### config.mk
export PLATFORM = sky130hd
export DESIGN_NAME = fop_offset_prog
export DESIGN_NICKNAME = d
export VERILOG_FILES = /design/src/verilog/fop_pkg.sv /design/src/verilog/fop_sync.sv /design/src/verilog/fop_offset_prog.sv
export SDC_FILE = /design/constraint.sdc
export NUM_CORES = 1
export LEC_CHECK = 0
export BUFFER_PORTS_ARGS = -buffer_cell sky130_fd_sc_hd__buf_4
export CAP_MARGIN = 20
export CORE_MARGIN = 2
export CORE_UTILIZATION = 43
export DETAILED_ROUTE_END_ITERATION = 12
export MAX_ROUTING_LAYER = met4
export PLACE_DENSITY = 0.75
export SLEW_MARGIN = 15
export SYNTH_ARGS = -nofsm -noshare
export SYNTH_HDL_FRONTEND = slang
export SYNTH_SLANG_ARGS = --single-unit
### constraint.sdc
create_clock -name clk -period 1.92 [get_ports clk]
set_clock_uncertainty 0.15 [all_clocks]
set_input_delay 0 -clock clk [delete_from_list [all_inputs] [get_ports clk]]
set_output_delay 0 -clock clk [all_outputs]
set_load 0.01 [all_outputs]
### src/verilog/fop_pkg.sv
// Constants, register map and state type of the flag offset programmer.
package fop_pkg;

	localparam int OFS_W = 5;
	localparam int CNT_W = 7;
	localparam int ADDR_W = 4;
	localparam int DATA_W = 32;

	localparam logic [OFS_W-1:0] OFS_DEFAULT = 5'h08;
	localparam logic [CNT_W-1:0] FIFO_DEPTH = 7'h40;
	localparam logic [1:0] READY_EDGES = 2'h2;

	// Register byte offsets.
	localparam logic [ADDR_W-1:0] REG_STATUS = 4'h0;
	localparam logic [ADDR_W-1:0] REG_MASK = 4'h4;
	localparam logic [ADDR_W-1:0] REG_OFFSETS = 4'h8;
	localparam logic [ADDR_W-1:0] REG_STATE = 4'hC;

	// Event bits in status and mask.
	localparam int EV_BOTH = 0;
	localparam int EV_FULLONLY = 1;
	localparam int EV_BLOCKED = 2;
	localparam int EV_W = 3;

	// Field positions in the offsets and state registers.
	localparam int FLD_EMPTY_LSB = 0;
	localparam int FLD_FULL_LSB = 8;
	localparam int FLD_COUNT_LSB = 0;
	localparam int FLD_FLAG = 8;
	localparam int FLD_READY = 9;
	localparam int FLD_WRITTEN = 10;
	localparam int FLD_PROG = 11;

	typedef enum logic [1:0] {
		FOP_IDLE,
		FOP_BOTH,
		FOP_HOLD
	} fop_state_e;

endpackage

### src/verilog/fop_sync.sv
// Two-stage synchroniser for pins arriving from outside the clock domain.
`timescale 1ns/1ns
`default_nettype none
module fop_sync #(
	parameter int W = 1,
	parameter logic [W-1:0] INIT = '0
) (
	input  wire logic         clk,   // Write clock.
	input  wire logic         rst_b, // Asynchronous reset, active low.
	input  wire logic [W-1:0] pinIn, // Raw pin levels.
	output logic      [W-1:0] synOut // Levels after two flip-flops.
);

	logic [W-1:0] meta_q;
	logic [W-1:0] sync_q;

	// The first stage feeds only the second stage.
	always_ff @(posedge clk or negedge rst_b)
	begin
		if (!rst_b)
		begin
			meta_q <= INIT;
			sync_q <= INIT;
		end
		else
		begin
			meta_q <= pinIn;
			sync_q <= meta_q;
		end
	end

	assign synOut = sync_q;

endmodule
`default_nettype wire

### src/verilog/fop_offset_prog.sv
// Write-side offset programming, write gating and almost-full/empty flag.
//
// Implementation choices: the strobed register port and the address map.
`timescale 1ns/1ns
`default_nettype none
module fop_offset_prog
	import fop_pkg::*;
(
	input  wire logic                      clk,                      // Write clock, 250 MHz.
	input  wire logic                      rst_b,                    // FIFO reset, active low.
	input  wire logic                      offset_program_enable_n,  // Program enable pin, active low.
	input  wire logic [fop_pkg::OFS_W-1:0] offset_value_inputs,      // Low five data pins.
	input  wire logic                      write_enable_active_high, // Write enable pin, active high.
	input  wire logic                      write_enable_active_low,  // Write enable pin, active low.
	input  wire logic [fop_pkg::CNT_W-1:0] wordCount,                // Stored words, same clock.
	output logic                           memWrite,                 // Write one word this cycle.
	output logic                           input_ready_flag,         // High while a write may be taken.
	output logic                           almost_full_empty_flag,   // Combined threshold flag.
	output logic [fop_pkg::OFS_W-1:0]      emptyOffset,              // Almost-empty offset X.
	output logic [fop_pkg::OFS_W-1:0]      fullOffset,               // Almost-full offset Y.
	input  wire logic [fop_pkg::ADDR_W-1:0] regAddr,                 // Register byte address.
	input  wire logic [fop_pkg::DATA_W-1:0] regWrData,               // Register write data.
	input  wire logic                      regWrite,                 // Write strobe.
	input  wire logic                      regRead,                  // Read strobe.
	output logic [fop_pkg::DATA_W-1:0]     regRdData,                // Read data, one cycle after strobe.
	output logic                           irq                       // Interrupt, level, active high.
);

	import fop_pkg::*;

	// Synchronised pin levels; program enable idles high so reset never looks like a request.
	logic             penN;
	logic [OFS_W-1:0] ofsIn;
	logic             wenHigh;
	logic             wenLow;

	fop_sync #(
		.W    (1),
		.INIT (1'b1)
	) u_sync_pen (
		.clk    (clk),
		.rst_b  (rst_b),
		.pinIn  (offset_program_enable_n),
		.synOut (penN)
	);

	fop_sync #(
		.W    (OFS_W + 2),
		.INIT ('0)
	) u_sync_data (
		.clk    (clk),
		.rst_b  (rst_b),
		.pinIn  ({offset_value_inputs, write_enable_active_high, write_enable_active_low}),
		.synOut ({ofsIn, wenHigh, wenLow})
	);

	fop_state_e       state_q;
	fop_state_e       state_d;
	logic [OFS_W-1:0] emptyOfs_q;
	logic [OFS_W-1:0] fullOfs_q;
	logic [1:0]       readyCnt_q;
	logic             ready_q;
	logic             written_q;
	logic             flag_q;
	logic [EV_W-1:0]  status_q;
	logic [EV_W-1:0]  mask_q;
	logic [DATA_W-1:0] rdData_q;

	// Flag threshold test, shared by the next-value logic.
	function automatic logic flagFor(
		input logic [CNT_W-1:0] cnt,
		input logic [OFS_W-1:0] x,
		input logic [OFS_W-1:0] y
	);
		flagFor = (cnt <= {2'h0, x}) || (cnt >= (FIFO_DEPTH - {2'h0, y}));
	endfunction

	// Programming is accepted only after reset and before the first written word.
	wire progWindow = !written_q;
	wire progActive = !penN && progWindow;
	wire capBoth = progActive && (state_q == FOP_IDLE);
	wire capFull = progActive && (state_q == FOP_BOTH);
	wire memFull = (wordCount >= FIFO_DEPTH);
	wire wantWrite = wenHigh && !wenLow;
	wire blocked = wantWrite && progActive;

	// Writes are gated by readiness and by programming; full drops readiness.
	assign memWrite = wantWrite && ready_q && !progActive;

	// Capture sequence: first edge loads both, second edge loads Y only.
	always_comb
	begin
		state_d = state_q;
		unique case (state_q)
			FOP_IDLE:
				if (capBoth)
					state_d = FOP_BOTH;
			FOP_BOTH:
				if (penN)
					state_d = FOP_IDLE;
				else
					state_d = FOP_HOLD;
			FOP_HOLD:
				if (penN)
					state_d = FOP_IDLE;
		endcase
	end

	always_ff @(posedge clk or negedge rst_b)
	begin
		if (!rst_b)
			state_q <= FOP_IDLE;
		else
			state_q <= state_d;
	end

	// Offsets reset to the default and change only on capture edges; five bits bound them to 31.
	always_ff @(posedge clk or negedge rst_b)
	begin
		if (!rst_b)
		begin
			emptyOfs_q <= OFS_DEFAULT;
			fullOfs_q <= OFS_DEFAULT;
		end
		else if (capBoth)
		begin
			emptyOfs_q <= ofsIn;
			fullOfs_q <= ofsIn;
		end
		else if (capFull)
		begin
			fullOfs_q <= ofsIn;
		end
	end

	// Readiness rises on the second edge after reset, then follows the full state.
	always_ff @(posedge clk or negedge rst_b)
	begin
		if (!rst_b)
		begin
			readyCnt_q <= 2'h0;
			ready_q <= 1'b0;
		end
		else
		begin
			if (readyCnt_q != READY_EDGES)
				readyCnt_q <= readyCnt_q + 2'h1;
			ready_q <= (readyCnt_q >= (READY_EDGES - 2'h1)) && !memFull;
		end
	end

	// Once a word lands, the programming window closes until the next reset.
	always_ff @(posedge clk or negedge rst_b)
	begin
		if (!rst_b)
			written_q <= 1'b0;
		else if (memWrite)
			written_q <= 1'b1;
	end

	// The flag is high after reset because an empty memory is at or below any offset.
	always_ff @(posedge clk or negedge rst_b)
	begin
		if (!rst_b)
			flag_q <= 1'b1;
		else
			flag_q <= flagFor(wordCount, emptyOfs_q, fullOfs_q);
	end

	// Register decode.
	wire selStatus = (regAddr == REG_STATUS);
	wire selMask = (regAddr == REG_MASK);
	wire selOffsets = (regAddr == REG_OFFSETS);
	wire selState = (regAddr == REG_STATE);
	wire [EV_W-1:0] events = {blocked, capFull, capBoth};
	wire [EV_W-1:0] clearBits = (regWrite && selStatus) ? regWrData[EV_W-1:0] : '0;

	// Sticky events; a set in the cycle of a clear wins.
	always_ff @(posedge clk or negedge rst_b)
	begin
		if (!rst_b)
		begin
			status_q <= '0;
			mask_q <= '0;
		end
		else
		begin
			status_q <= (status_q & ~clearBits) | events;
			if (regWrite && selMask)
				mask_q <= regWrData[EV_W-1:0];
		end
	end

	// Read mux; unmapped addresses read zero.
	wire [DATA_W-1:0] rdStatus = {{(DATA_W-EV_W){1'b0}}, status_q};
	wire [DATA_W-1:0] rdMask = {{(DATA_W-EV_W){1'b0}}, mask_q};
	wire [DATA_W-1:0] rdOffsets = (DATA_W'(fullOfs_q) << FLD_FULL_LSB) | (DATA_W'(emptyOfs_q) << FLD_EMPTY_LSB);
	wire [DATA_W-1:0] rdState = (DATA_W'(wordCount) << FLD_COUNT_LSB) | (DATA_W'(flag_q) << FLD_FLAG)
		| (DATA_W'(ready_q) << FLD_READY) | (DATA_W'(written_q) << FLD_WRITTEN)
		| (DATA_W'(progActive) << FLD_PROG);
	wire [DATA_W-1:0] rdMux = selStatus ? rdStatus :
		selMask ? rdMask :
		selOffsets ? rdOffsets :
		selState ? rdState : '0;

	// Read data stand for exactly the cycle after the strobe, else zero.
	always_ff @(posedge clk or negedge rst_b)
	begin
		if (!rst_b)
			rdData_q <= '0;
		else if (regRead)
			rdData_q <= rdMux;
		else
			rdData_q <= '0;
	end

	assign input_ready_flag = ready_q;
	assign almost_full_empty_flag = flag_q;
	assign emptyOffset = emptyOfs_q;
	assign fullOffset = fullOfs_q;
	assign regRdData = rdData_q;
	assign irq = |(status_q & mask_q);

endmodule
`default_nettype wire

==> flow_metrics.tcl <==
set metrics [dict create \
    period_share_pct 102.7 \
    final_nets 358 \
    p_per_area_nw_per_um2 1120 \
    r2r_end "almost_full_empty_flag$_DFF_PN1_" \
    first_pass_iters 4 \
    die_x_um 79.60 \
    seq_area_frac_synth_pct 52.19 \
    fin_tns_setup_ps -51.14 \
    rsz0062_at_grt "yes" \
    slew_viol_final 0 \
    startpoint "fullOffset[0]$_DFFE_PN0P_" \
    clk_latency_ps 310 \
    cts_buffers 5 \
    start_util_pct 44.63 \
    setup_viol 1 \
    vias 1693 \
    status "complete, but fails checks" \
    finalHoldViolations 0 \
    critPathTopFamily "simple AND/OR/NAND/NOR gates" \
    hpwl_um 3420 \
    total_leakage_power_nw 1.641 \
    setup_slack_ps -51.14 \
    cts_tree "built" \
    num-fill-cells 454 \
    worstSetupEndpointType "flip-flop" \
    grt_pass1_wl_um 8038 \
    clockBufferDepth 2 \
    path_cells "inv_2 -> ha_4 -> nand2_2 -> or2_4 -> nand2_4 -> ha_4 -> and3_4 -> o21ai_2 -> o311a_1 -> o21ai_1" \
    violations "setup timing" \
    wl_per_cell_um 13.65 \
    crit_fanout 3 \
    cp_slowest_stage_delay_ps 420 \
    port_buffers 51 \
    antenna_found_initial 0 \
    drt_iter0_markers 59 \
    reg2reg_depth 10 \
    critPathArrivalTime_ps 2070 \
    chipHeight_um 79.60 \
    synth_seq_cells 51 \
    wl_um 4886 \
    ys_warn_count 0 \
    avgSynthCellArea_um2 12.41 \
    grt_max_degree 52 \
    startpoint_type "flip-flop" \
    clk_pin_slew_ps 100 \
    worst_slew_pin_slew_ps 632.7 \
    htree_levels 2 \
    core_um2 5507 \
    netlist_area_um2 2457 \
    hold_class "in2reg" \
    gp_congestion 0.7991 \
    layout-drive-gt1-share_pct 37.06 \
    final_common_cell "buf_4" \
    r2r_start "fullOffset[0]$_DFFE_PN0P_" \
    yosys_most_used_dff "dfrtp_1" \
    synthDistinctLibCells 39 \
    rows 27 \
    overflow 0 \
    grt_pass1_vias 1727 \
    final_core_util_pct 59.65 \
    slew_headroom_pct 57.82 \
    reg2reg_setup_slack_ps -50 \
    max_clock_freq_mhz 507.3 \
    placedCellCount 327 \
    path_depth 10 \
    drc 0 \
    path_common_cell "ha_4" \
    critPathSlowestCell "dfrtp_2" \
    routed_via_density 4.729 \
    syn2layout_area_growth_pct 33.66 \
    die-area_um2 6335 \
    diodes 0 \
    drtAntennaViolNets 0 \
    syn-instance-count 198 \
    root_buffer "clkbuf_8" \
    hold_ws_ps 12.96 \
    top_level_ports 101 \
    path_class "reg2reg" \
    crit_buf_inv 1 \
    synth-async-reset-ratio_pct 100.0 \
    crit_required_ps 2020 \
    finalNonFillerCells 358 \
    cts.sinks 51 \
    period_needed_ps 1971 \
    ir_drop_mv 0.5227 \
    max_cap_viol_count 0 \
    grt_usage_pct 17.07 \
    synth-edff-count 0 \
    final_cell_mix "buf_4 (60), dfrtp_1 (45), dlygate4sd3_1 (23)" \
    endpoint "almost_full_empty_flag$_DFF_PN1_" \
]
-- metrics by stage --
step / total power (W) / area (µm²) / setup WS, ps
3_3_place_gp: 0.002823 / 2903 / 11.55
2_1_floorplan: 0.002267 / 2535 / -30.69
6_report: 0.003678 / 3284 / -51.14
3_5_place_dp: 0.002894 / 2903 / -64.64
5_1_grt: 0.003932 / 3284 / -135.8
4_1_cts: 0.003640 / 3262 / -29.64
-- worst reg2reg max path: stages (launching register included) --
cell     delay (ps)
dfrtp_2         420
inv_2            90
ha_4            140
nand2_2          50
or2_4           280
nand2_4          80
ha_4            200
and3_4          150
o21ai_2         130
o311a_1         170
o21ai_1          60
-- final cells by class --
class                   instances  area [µm²]  share of cell area [%]
well taps                      72       90.09                   2.743
clock inverters                 3       22.52                  0.6857
repair buffers                 83       680.7                   20.72
clock buffers                   5       68.82                   2.095
flip-flops and latches         51        1284                   39.09
multi-input cells             130        1086                   33.07
inverters                      14       52.55                   1.600
-- Yosys cell counts (2+ instances only) --
| cell type | count | area share, % |
|---|---|---|
| mux2_2 | 12 | 5.5 |
| xor2_1 | 2 | 0.71 |
| buf_4 | 20 | 6.1 |
| inv_1 | 14 | 2.1 |
| mux4_2 | 3 | 2.7 |
| buf_6 | 2 | 0.92 |
| a22o_1 | 3 | 1.1 |
| dfstp_2 | 5 | 5.3 |
| or2_2 | 2 | 0.51 |
| dfrtp_1 | 46 | 47 |
| o21ai_0 | 6 | 1.2 |
| and3_1 | 8 | 2.0 |
| a21oi_1 | 2 | 0.41 |
| mux2i_1 | 8 | 3.3 |
| nor2_1 | 12 | 1.8 |
| nand2_1 | 10 | 1.5 |
| nor2b_1 | 2 | 0.51 |
| nand3_1 | 2 | 0.41 |
| nor2_4 | 2 | 0.92 |
| ha_1 | 18 | 9.2 |
-- state kept, by name, indices dropped and copies added (netlist names) --
register	cells
u_sync_pen.synOut	1
input_ready_flag	1
status_q	3
u_sync_data.synOut	7
almost_full_empty_flag	1
state_q	2
u_sync_data.meta_q	7
readyCnt_q	2
regRdData	12
written_q	1
u_sync_pen.meta_q	1
fullOffset	5
emptyOffset	5
mask_q	3
-- kinds of logic after synthesis --
| kind of cell | share of synthesized area (%) |
|---|---|
| xor+xnor | 1.069 |
| compound gates | 5.143 |
| mux | 11.51 |
| buf+inv | 9.165 |
| other cells | 0.1526 |
| fa+ha+maj | 9.165 |
| flops | 52.19 |
| simple gates | 11.61 |
-- how the worst min path moves through the flow --
stage / from / to / slack [ps] / cells after the start
detailed placement: rst_b / regRdData[6]$_DFF_PN0_ / -90 / 1
global route: regAddr[3] / regRdData[5]$_DFF_PN0_ / 20 / 3
finish: regAddr[3] / regRdData[0]$_DFF_PN0_ / 10 / 3
CTS: regAddr[3] / regRdData[0]$_DFF_PN0_ / 7 / 3
floorplan: rst_b / emptyOffset[0]$_DFFE_PN0P_ / -450 / 0
global placement: rst_b / regRdData[5]$_DFF_PN0_ / -90 / 1
-- report_power, final --
part / switching (W) / total, W / internal, W
registers: 0.000182 / 0.00148 / 0.00130
clock network: 0.000373 / 0.000637 / 0.000264
logic: 0.000705 / 0.00156 / 0.000852
total: 0.00126 / 0.00368 / 0.00242
-- layer usage --
metal | GRT usage, % | wire length, µm | vias up
met5 | - | 0 | -
met4 | 5.690 | 61 | 0
met3 | 4.072 | 291 | 5
met2 | 28.49 | 2381 | 49
met1 | 20.38 | 2151 | 821
li1 | - | - | 818
-- timing repair --
action | CTS | global route
buffers inserted | 0 | 0
endpoints found under the hold margin | 78 | 0
pin swaps | 0 | 5
hold buffers | 23 | 0
resized for setup | 5 | 6
endpoints found under the setup margin | 1 | 1
No activity file was read; power rests on OpenSTA's default activity.
